### src/core/bc_bcf_pkg.sv
package bc_bcf_pkg;

	// instruction word geometry
	localparam int INSTR_W          = 16;
	localparam int PC_W             = 21;
	localparam int DADDR_W          = 12;
	localparam int BANK_W           = 4;

	// carry branch encoding: upper byte of the word
	localparam logic [7:0] BRANCH_CARRY_OPC  = 8'hE2;
	localparam int         BRANCH_OPC_LSB    = 8;
	// bit clear encoding: leading nibble
	localparam logic [3:0] BIT_CLEAR_OPC     = 4'h9;
	localparam int         BIT_CLEAR_OPC_LSB = 12;
	localparam int         BIT_IDX_LSB       = 9;
	localparam int         ACC_SEL_POS       = 8;

	// fixed part of the branch target, in bytes
	localparam logic [PC_W-1:0] BRANCH_BASE_STEP = 21'h000002;

	// access bank split: low part maps to bank 0, high part to the top bank
	localparam logic [7:0]        ACCESS_SPLIT    = 8'h60;
	localparam logic [BANK_W-1:0] ACCESS_LOW_BANK = 4'h0;
	localparam logic [BANK_W-1:0] ACCESS_TOP_BANK = 4'hF;

	// reset values
	localparam logic [PC_W-1:0]    PC_RST    = 21'h000000;
	localparam logic [DADDR_W-1:0] DADDR_RST = 12'h000;
	localparam logic [7:0]         BYTE_RST  = 8'h00;

	typedef enum logic [0:0]
	{
		ST_EXEC  = 1'b0,
		ST_FLUSH = 1'b1
	} exec_state_t;

	typedef struct packed
	{
		logic [2:0] bit_idx;
		logic       acc_sel;
		logic [7:0] file_addr;
	} bit_clear_fields_t;

	typedef struct packed
	{
		logic              wr_en;
		logic [DADDR_W-1:0] addr;
		logic [7:0]        data;
	} mem_write_t;

endpackage

### src/core/file_addr_resolve.sv
`timescale 1ns/100ps

// data memory address of a bit clear operand
module file_addr_resolve
	import bc_bcf_pkg::*;
(
	input  wire logic [7:0]         file_addr_in,
	input  wire logic               acc_sel_in,
	input  wire logic [BANK_W-1:0]  bank_select_reg_in,
	input  wire logic               ext_set_en_in,
	input  wire logic [DADDR_W-1:0] index_base_in,
	output      logic [DADDR_W-1:0] daddr_out,
	output      logic               indexed_out
);

	wire logic                low_half;
	wire logic [DADDR_W-1:0]  banked_addr;
	wire logic [DADDR_W-1:0]  access_addr;
	wire logic [DADDR_W-1:0]  indexed_addr;

	// access bank halves and the two alternative forms
	assign low_half     = file_addr_in < ACCESS_SPLIT;
	assign banked_addr  = {bank_select_reg_in, file_addr_in};
	assign access_addr  = {low_half ? ACCESS_LOW_BANK : ACCESS_TOP_BANK,
		file_addr_in};
	// offset wraps within data space, as the pointer itself would
	assign indexed_addr = index_base_in + {4'h0, file_addr_in};

	// only low-half addresses qualify for the indexed form
	assign indexed_out = !acc_sel_in && ext_set_en_in && low_half;
	assign daddr_out   = acc_sel_in  ? banked_addr :
		(indexed_out ? indexed_addr : access_addr);

endmodule

### src/core/carry_branch_and_bit_clear_exec.sv
`timescale 1ns/100ps

// Function
// - Word E2nn is the carry branch with signed offset nn, taken only when carry is one.
// - A taken branch loads the program counter with instruction address plus two plus 2n.
// - The branch takes one cycle untaken and two when taken, the second being a no-op.
// - Word 9bbbaffffffff clears bit b of the addressed file register.
// - With the access selector low and the extended set off the address falls in the access bank.
// - With the access selector high the bank select register forms the upper address.
// - Access selector low with the extended set on uses indexed literal offset addressing for file addresses below 60h.
module carry_branch_and_bit_clear_exec
	import bc_bcf_pkg::*;
(
	input  wire logic               clk_in,
	input  wire logic               rst_n_in,
	input  wire logic               instr_valid_in,
	input  wire logic [INSTR_W-1:0] instr_in,
	input  wire logic [PC_W-1:0]    program_counter_in,
	input  wire logic               carry_flag_in,
	input  wire logic [BANK_W-1:0]  bank_select_reg_in,
	input  wire logic               ext_set_en_in,
	input  wire logic [DADDR_W-1:0] index_base_in,
	input  wire logic [7:0]         mem_rd_data_in,
	output      logic [DADDR_W-1:0] mem_rd_addr_out,
	output      logic               mem_rd_en_out,
	output      logic               mem_wr_en_out,
	output      logic [DADDR_W-1:0] mem_wr_addr_out,
	output      logic [7:0]         mem_wr_data_out,
	output      logic               pc_load_out,
	output      logic [PC_W-1:0]    pc_target_out,
	output      logic               nop_cycle_out,
	output      logic               instr_ready_out
);

	exec_state_t        state_q;
	exec_state_t        state_d;
	mem_write_t         wr_q;
	mem_write_t         wr_d;
	logic               pc_load_q;
	logic [PC_W-1:0]    pc_target_q;
	logic [PC_W-1:0]    pc_target_d;

	wire logic              accept;
	wire logic              is_branch;
	wire logic              is_bit_clear;
	wire logic              branch_taken;
	wire logic [PC_W-1:0]   branch_target;
	wire bit_clear_fields_t bcf;
	wire logic [DADDR_W-1:0] clr_addr;
	wire logic [7:0]        rd_fwd;
	wire logic [7:0]        clr_mask;
	wire logic [7:0]        clr_result;

	// twice the sign-extended offset, in program counter width
	function automatic logic [PC_W-1:0] offset_x2(input logic [7:0] n);
		offset_x2 = {{(PC_W-9){n[7]}}, n, 1'b0};
	endfunction

	// one-cold mask with the selected bit low
	function automatic logic [7:0] clear_mask(input logic [2:0] idx);
		clear_mask = ~(8'h01 << idx);
	endfunction

	// the slot after a taken branch is refused
	assign instr_ready_out = state_q == ST_EXEC;
	assign accept          = instr_valid_in && instr_ready_out;

	// decode
	assign is_branch    = accept &&
		instr_in[INSTR_W-1:BRANCH_OPC_LSB] == BRANCH_CARRY_OPC;
	assign is_bit_clear = accept &&
		instr_in[INSTR_W-1:BIT_CLEAR_OPC_LSB] == BIT_CLEAR_OPC;
	assign branch_taken = is_branch && carry_flag_in;

	// target counts from the branch's own address
	assign branch_target = program_counter_in + BRANCH_BASE_STEP
		+ offset_x2(instr_in[7:0]);

	// bit clear operand fields
	assign bcf.bit_idx   = instr_in[BIT_IDX_LSB +: 3];
	assign bcf.acc_sel   = instr_in[ACC_SEL_POS];
	assign bcf.file_addr = instr_in[7:0];

	file_addr_resolve u_addr
	(
		.file_addr_in      (bcf.file_addr),
		.acc_sel_in        (bcf.acc_sel),
		.bank_select_reg_in(bank_select_reg_in),
		.ext_set_en_in     (ext_set_en_in),
		.index_base_in     (index_base_in),
		.daddr_out         (clr_addr),
		.indexed_out       ()
	);

	// read this cycle, write back next; a write still pending to the same
	// byte is forwarded so back-to-back clears do not lose each other
	assign mem_rd_en_out   = is_bit_clear;
	assign mem_rd_addr_out = clr_addr;
	assign rd_fwd          = (wr_q.wr_en && wr_q.addr == clr_addr) ?
		wr_q.data : mem_rd_data_in;
	assign clr_mask        = clear_mask(bcf.bit_idx);
	assign clr_result      = rd_fwd & clr_mask;

	// write-back and branch outcome; no flag output exists at all
	// one driver for the whole write record keeps it a single continuous assignment
	assign wr_d = '{wr_en: is_bit_clear, addr: clr_addr, data: clr_result};
	assign pc_target_d = branch_taken ? branch_target : pc_target_q;

	// taken branch spends one extra slot as a no-op while refetching
	always_comb
	begin
		state_d = state_q;
		case (state_q)
			ST_EXEC:
			begin
				if (branch_taken)
				begin
					state_d = ST_FLUSH;
				end
			end
			ST_FLUSH:
			begin
				state_d = ST_EXEC;
			end
			default:
			begin
				state_d = ST_EXEC;
			end
		endcase
	end

	// state and registered outputs
	always_ff @(posedge clk_in or negedge rst_n_in)
	begin
		if (!rst_n_in)
		begin
			state_q     <= ST_EXEC;
			wr_q        <= '{wr_en: 1'b0, addr: DADDR_RST, data: BYTE_RST};
			pc_load_q   <= 1'b0;
			pc_target_q <= PC_RST;
		end
		else
		begin
			state_q     <= state_d;
			wr_q        <= wr_d;
			pc_load_q   <= branch_taken;
			pc_target_q <= pc_target_d;
		end
	end

	assign mem_wr_en_out   = wr_q.wr_en;
	assign mem_wr_addr_out = wr_q.addr;
	assign mem_wr_data_out = wr_q.data;
	assign pc_load_out     = pc_load_q;
	assign pc_target_out   = pc_target_q;
	assign nop_cycle_out   = state_q == ST_FLUSH;

endmodule

### config.mk
export PLATFORM = sky130hd
export DESIGN_NAME = carry_branch_and_bit_clear_exec
export DESIGN_NICKNAME = d
export VERILOG_FILES = /design/src/core/bc_bcf_pkg.sv /design/src/core/file_addr_resolve.sv /design/src/core/carry_branch_and_bit_clear_exec.sv
export SDC_FILE = /design/constraint.sdc
export NUM_CORES = 1
export LEC_CHECK = 0
export BUFFER_PORTS_ARGS = -buffer_cell sky130_fd_sc_hd__buf_2
export CAP_MARGIN = 20
export CELL_PAD_IN_SITES_DETAIL_PLACEMENT = 1
export CELL_PAD_IN_SITES_GLOBAL_PLACEMENT = 1
export CORE_MARGIN = 10
export CORE_UTILIZATION = 41
export CTS_CLUSTER_SIZE = 14
export DETAILED_ROUTE_END_ITERATION = 10
export PLACE_DENSITY_LB_ADDON = 0.1
export SLEW_MARGIN = 20
export SYNTH_ARGS = -nofsm -noshare
export SYNTH_HDL_FRONTEND = slang
export SYNTH_SLANG_ARGS = --single-unit
### constraint.sdc
create_clock -name clk_in -period 4.98 [get_ports clk_in]
set_input_delay 0.996 -clock clk_in [delete_from_list [all_inputs] [get_ports clk_in]]
set_output_delay 0.996 -clock clk_in [all_outputs]
set_load 0.01 [all_outputs]
=== After elaboration in Yosys (flattened, before gate mapping) ===
Index checks and enable logic that the tools add are counted.

* Add/sub/neg operators: 3
* $lt $le $gt $ge: 1
* Eq/ne operators: 3
* Shifts and indexed selects: 1
* Multiplexer cells: 6
* Bitwise logic cells: 3
* Reductions and logical operators: 8

{| class="wikitable"
|+ Operators with widths
! kind !! count
|-
| 12-bit 2-to-1 mux || 2
|-
| 21-bit by 2-bit adder with 21-bit output, second input constant || 1
|-
| 21-bit adder || 1
|-
| 12-bit by 8-bit adder with 12-bit output || 1
|-
| 12-bit equality test || 1
|-
| 8-bit AND || 1
|-
| 8-bit equality test, second input constant || 1
|-
| 8-bit by 7-bit < comparator with 1-bit output, second input constant || 1
|-
| 8-bit 2-to-1 mux || 1
|-
| 8-bit inverter || 1
|-
| 1-bit by 3-bit left shift with 8-bit output, first input constant || 1
|-
| 1-bit logical AND || 7
|-
| 4-bit equality test, second input constant || 1
|-
| 4-bit 2-to-1 mux || 1
|-
| 1-bit case mux with 2 select lines || 1
|-
| 1-bit zero test || 1
|-
| 1-bit 2-to-1 mux || 1
|-
| 1-bit inverter || 1
|}

* Register bits after elaboration: 44
* Input bits: 66
* Output and inout port bits: 58

=== Longest topological paths before layout ===
* Depth in word-level cells: 9
* Mapped depth: 13
* Gate-level depth less buffers: 13

=== Hierarchy ===
Synthesis repeated with hierarchy kept, for this count alone.

* Cells, all modules: 382
* Area, all modules: 3468.3 sq um

{| class="wikitable"
|+ By module, submodules not included
! module !! times used !! cells an instance !! area each (sq um) !! sequential area each (sq um)
|-
| carry_branch_and_bit_clear_exec || 1 || 290 || 2837.7 || 1101.1
|-
| file_addr_resolve || 1 || 92 || 630.6 || 0.0
|}

=== Least setup slack after synthesis ===
No wires, ideal clock.

* Path kind: input -> register
* From: input instr_in[0]
* To: register wr_q, in the netlist mem_wr_data_out[0]
* Setup time: 79 ps
* Arrival time: 3688 ps
* Data required time: 4901 ps
* Slack: 1213 ps
* Cell stages on the path: 11
* Cells stage by stage: ha_1 -> fa_1 -> a211oi_1 -> nor3b_1 -> o31ai_1 -> xor2_1 -> nor4_2 -> o211ai_1 -> nor4b_2 -> buf_4 -> mux2i_1

* Word-level cells in the longest chain between the ends: 8
* Elaborated cells on any way between the ends: 10
* Those cells by class: add/sub: 1; order compare: 1; eq/ne: 1; mux: 4; bitwise: 1; reduce/logical: 2

{| class="wikitable"
|+ Ends and longest elaborated chain
! item !! line !! source
|-
| start, declared || carry_branch_and_bit_clear_exec.sv:17 || <nowiki>input wire logic [INSTR_W-1:0] instr_in,</nowiki>
|-
| branches (longest 2 deep; another with 12-bit by 8-bit adder with 12-bit output) || -- ||
|-
| 12-bit 2-to-1 mux * || file_addr_resolve.sv:32 || <nowiki>(indexed_out ? indexed_addr : access_addr);</nowiki>
|-
| 12-bit 2-to-1 mux * || file_addr_resolve.sv:31 || <nowiki>assign daddr_out = acc_sel_in ? banked_addr :</nowiki>
|-
| via mem_rd_addr_out[4] || carry_branch_and_bit_clear_exec.sv:24 || <nowiki>output logic [DADDR_W-1:0] mem_rd_addr_out,</nowiki>
|-
| 12-bit equality test * || carry_branch_and_bit_clear_exec.sv:99 || <nowiki>assign rd_fwd = (wr_q.wr_en && wr_q.addr == clr_addr) ?</nowiki>
|-
| 1-bit logical AND * || carry_branch_and_bit_clear_exec.sv:99 ||
|-
| 8-bit 2-to-1 mux * || carry_branch_and_bit_clear_exec.sv:99 ||
|-
| 8-bit AND * || carry_branch_and_bit_clear_exec.sv:102 || <nowiki>assign clr_result = rd_fwd & clr_mask;</nowiki>
|-
| via clr_result[0] || carry_branch_and_bit_clear_exec.sv:52 || <nowiki>wire logic [7:0] clr_result;</nowiki>
|-
| end signal, assigned || carry_branch_and_bit_clear_exec.sv:138 || <nowiki>wr_q <= '{wr_en: 1'b0, addr: DADDR_RST, data: BYTE_RST};</nowiki>
|-
| end signal, assigned || carry_branch_and_bit_clear_exec.sv:145 || <nowiki>wr_q <= wr_d;</nowiki>
|-
| end, declared || carry_branch_and_bit_clear_exec.sv:37 || <nowiki>mem_write_t wr_q;</nowiki>
|}

Mark *: on every way through the listed nets, which the timed path passes.
A chain may end at the register's enable or synchronous reset.

=== Worst setup path in the final report ===
* From: input instr_in[0]
* To: output mem_rd_addr_out[10]

* Word-level cells in the longest chain between the ends: 4
* Elaborated cells on any way between the ends: 6
* Those cells by class: add/sub: 1; order compare: 1; mux: 3; reduce/logical: 1

{| class="wikitable"
|+ Ends and longest elaborated chain
! item !! line !! source
|-
| 8-bit by 7-bit < comparator with 1-bit output || file_addr_resolve.sv:22 || <nowiki>assign low_half = file_addr_in < ACCESS_SPLIT;</nowiki>
|-
| 4-bit 2-to-1 mux / 1-bit logical AND (equally long branches) || file_addr_resolve.sv:24, file_addr_resolve.sv:30 ||
|-
| 12-bit 2-to-1 mux * || file_addr_resolve.sv:32 ||
|-
| 12-bit 2-to-1 mux * || file_addr_resolve.sv:31 ||
|-
| end, declared || carry_branch_and_bit_clear_exec.sv:24 ||
|}

Every way passes the cells marked *; elsewhere a longest branch is shown, timed or not.

==> run summary <==
status: complete, no violations
dpl hpwl: 10,250 microns
Highest Signal Layer: met4
DP Area: 0.004501 sq mm
r2r worst-path depth: 9
wl on met1: 4872 microns
IO Count: 124
ys async rst share: 1.000
WS Path Type: primary input to primary output
synth unique cells: 62
Post-Syn Area: 0.003766 sq mm
crit-path max FO: 4
CTS tree: done
drt pass-1 iters: 4
core area: 0.008848 sq mm
clk buf depth: 2
setup repair after global routing missed its margin: false
starting density of the core: 0.4256
leakage: 2.307 nW
setup tns final: 0 ps
clock transition at the registers of the reported paths: 100 ps
Yosys reg bits: 44
CTS H-tree depth: 2
Die H: 115.8 microns
Final period util: 0.8261
Post-Synth Adder-Cell Area: 0.1601
setup slack, reg-to-reg: 2360 ps
WL met2: 6652 microns
Compound-Gate Fraction of Synth Area: 0.1874
Power Dens Cells: 224.7 mW/mm^2
cts-stage hold buffer count: 0
overall routed net length: 12,370 microns
MaxCap Viol Count: 0
P&R area growth vs syn: 22.13%
CP Data Required Time: 3980 ps
initial DRC count: 186
simple logic cell fraction of the synthesized area: 0.2110
Hold Path Class: flip-flop to flip-flop
sequential share of the synthesized area: 0.2924
Final Max Slew Viols: 0
Fin Clk Skew: 3.553 ps
metal3 WL: 682 microns
WHS Path Cells: 2
Setup crit start kind: primary input
CTS sink cnt: 44
final count of negative-setup-slack endpoints: 0
Post-synth EDFFs: 0
Nets: 661
R2R Path End: mem_wr_data_out[4]
first-pass GRT wire length: 20,170 microns
CP bufs+invs: 2
crit end category: primary output
CP max stage cell: fa_1
proportion of layout cells with a drive suffix above 1: 0.2860
hold endpoint: pc_target_out[9]
initial antenna violation count: 0
post-route ant nets: 0
Synth Flop Type: dfrtp_1
fillers: 1,119
largest net degree at the start of global routing: 45
post-synthesis xor/xnor area fraction: 0.07209
critical path, cell by cell: buf_2 > ha_1 > fa_1 > a21oi_1 > o221ai_1 > a21oi_2 > mux2i_1 > or2_2 > buf_2
Root Buffer: clkbuf_8
Setup Fix Bufs, Post-CTS: 0
Critical Path AT: 3120 ps
syn_nets: 538
most used cell along the critical path: buf_2
vias in the first global route: 4,048
gpl congestion: 0.8453
port bufs: 123
worst-margin pin slew: 659.5 ps
Rel. slew slack: 0.5603
Total GRT Usage: 0.1857
total power: 1.034 mW
multiplexer share of the synthesized area: 0.04385
Vias: 3,649
Peak Freq: 0.2431 GHz
Synth Instances: 425
WL per Instance: 18.80 microns
Hold Crit Start: pc_target_out[9]
Yosys Warn Count: 0
die area: 0.01342 sq mm
post-cts resize count: 0
largest family of logic cells by synthesized area: simple AND/OR/NAND/NOR gates
final hold violation count: 0
syn avg cell area: 8.861 sq um
final instance area: 0.004599 sq mm
Max VDD drop: 0.1298 mV
Worst R2R Start: mem_wr_addr_out[6]
# DRC: 0
cell family with most CP delay: compound AO/OA/AOI/OAI gates
# rows: 34
DR vias/cell: 5.546
Skew-Pair Late Insertion Delay: 310 ps
final worst path period need: 4114 ps
die width: 115.8 microns
slowest cell delay on critical path: 440 ps
CTS buffer count: 5
total grt overflow: 0
cell families (layout without fill, tap and decap cells):
kind of cell | Yosys count | count (layout)
XOR/XNOR | 31 | 31
other | 0 | 1
AND/OR/NAND/NOR | 150 | 150
AO/OA/AOI/OAI | 105 | 105
multiplexers | 16 | 16
flip-flops | 44 | 44
buffers and inverters | 32 | 156
adder cells (fa/ha/maj) | 47 | 47
cells in the final DEF, fill, tap and decap left out, types with 4 or more instances in the layout:
| cell type | synthesis | layout |
|---|---|---|
| mux2_2 | 4 | 4 |
| nand3b_1 | 5 | 5 |
| buf_4 | 1 | 5 |
| o21ai_0 | 33 | 33 |
| o21ba_2 | 4 | 4 |
| nand4_1 | 5 | 5 |
| nor3b_1 | 9 | 9 |
| a21o_1 | 8 | 8 |
| xnor2_1 | 20 | 20 |
| nand2b_1 | 7 | 7 |
| nand4b_1 | 4 | 4 |
| a211oi_1 | 4 | 4 |
| dfrtp_1 | 44 | 44 |
| inv_1 | 21 | 21 |
| a21oi_1 | 16 | 16 |
| nor3_1 | 11 | 11 |
| nor2_1 | 15 | 15 |
| ha_1 | 45 | 45 |
| mux2i_1 | 12 | 12 |
| buf_2 | 1 | 122 |
| nand3_1 | 8 | 8 |
| nand2_1 | 59 | 59 |
| o21bai_1 | 6 | 6 |
| or3_1 | 6 | 6 |
| xor2_1 | 11 | 11 |
| clkbuf_8 | 0 | 6 |
| a31oi_1 | 4 | 4 |
worst max path at each step:
stage / startpoint / to / cells past startpoint
after floorplan: instr_in[0] / mem_wr_data_out[0] / 11
after global placement: instr_in[0] / mem_rd_addr_out[8] / 10
after detailed placement: instr_in[0] / mem_wr_data_out[2] / 12
after CTS: instr_in[0] / mem_rd_addr_out[10] / 9
after global routing: instr_in[1] / mem_rd_addr_out[11] / 10
final: instr_in[0] / mem_rd_addr_out[10] / 9
cell usage after synthesis, types with 3 or more instances:
cell	number	area share
dfrtp_1	44	0.29
and2_1	3	0.0050
xnor2_1	20	0.047
or3_1	6	0.010
nand4b_1	4	0.0093
a21o_1	8	0.016
o21bai_1	6	0.012
nand2_1	59	0.059
nor3_1	11	0.015
nor3b_1	9	0.018
o21ba_2	4	0.011
inv_1	21	0.021
a211oi_1	4	0.0080
nor2_1	15	0.015
ha_1	45	0.15
clkbuf_1	9	0.0090
nand3b_1	5	0.010
xor2_1	11	0.026
a21oi_1	16	0.021
nor2b_1	3	0.0050
nand4_1	5	0.0083
nand2b_1	7	0.012
o21ai_0	33	0.044
a31oi_1	4	0.0066
mux2_2	4	0.012
nand3_1	8	0.011
o211ai_1	3	0.0060
mux2i_1	12	0.032
power by group:
group,total [mW],internal [mW],leakage (nW),switching [mW]
clock network,0.254,0.113,0.0445,0.140
registers,0.392,0.375,0.566,0.0162
logic,0.388,0.170,1.70,0.219
total,1.03,0.658,2.31,0.376
registers in the layout (all words and copies together) (netlist names):
register	cells
pc_target_out	21
mem_wr_data_out	8
mem_wr_en_out	1
nop_cycle_out	1
pc_load_out	1
mem_wr_addr_out	12
worst min-delay path: cells and delay by family, from the launching register on:
kind            cells  cell delay, ps
compound gates      1              60
flops               1             350
simple gates        1              50
cell type report:
| cell class | instances | area [sq um] | share of cell area |
|---|---|---|---|
| clock buffers | 7 | 86.33 | 0.01877 |
| multi-input cells | 349 | 2540 | 0.5522 |
| well taps | 108 | 135.1 | 0.02938 |
| clock inverters | 1 | 7.507 | 0.001632 |
| repair buffers | 127 | 648.1 | 0.1409 |
| diodes | 1 | 2.502 | 0.0005441 |
| inverters | 21 | 78.83 | 0.01714 |
| flip-flops and latches | 44 | 1101 | 0.2394 |
metal layers:
metal,up-vias,global-route usage
li1,1784,-
met1,1754,0.2041
met2,96,0.3519
met3,15,0.03463
met4,0,0.05588
met5,-,0
metrics by stage:
stage	util	hold WS [ps]	setup WS (ps)	cells
detailed placement	0.5086	468.7	802.2	649
finish	0.5198	485.0	865.9	658
CTS	0.5192	490.8	844.5	657
floorplan	-	513.9	1213	425
global route	0.5195	512.2	652.9	657
global placement	0.5086	456.0	900.8	649
Power figures use the tool's default switching activity.
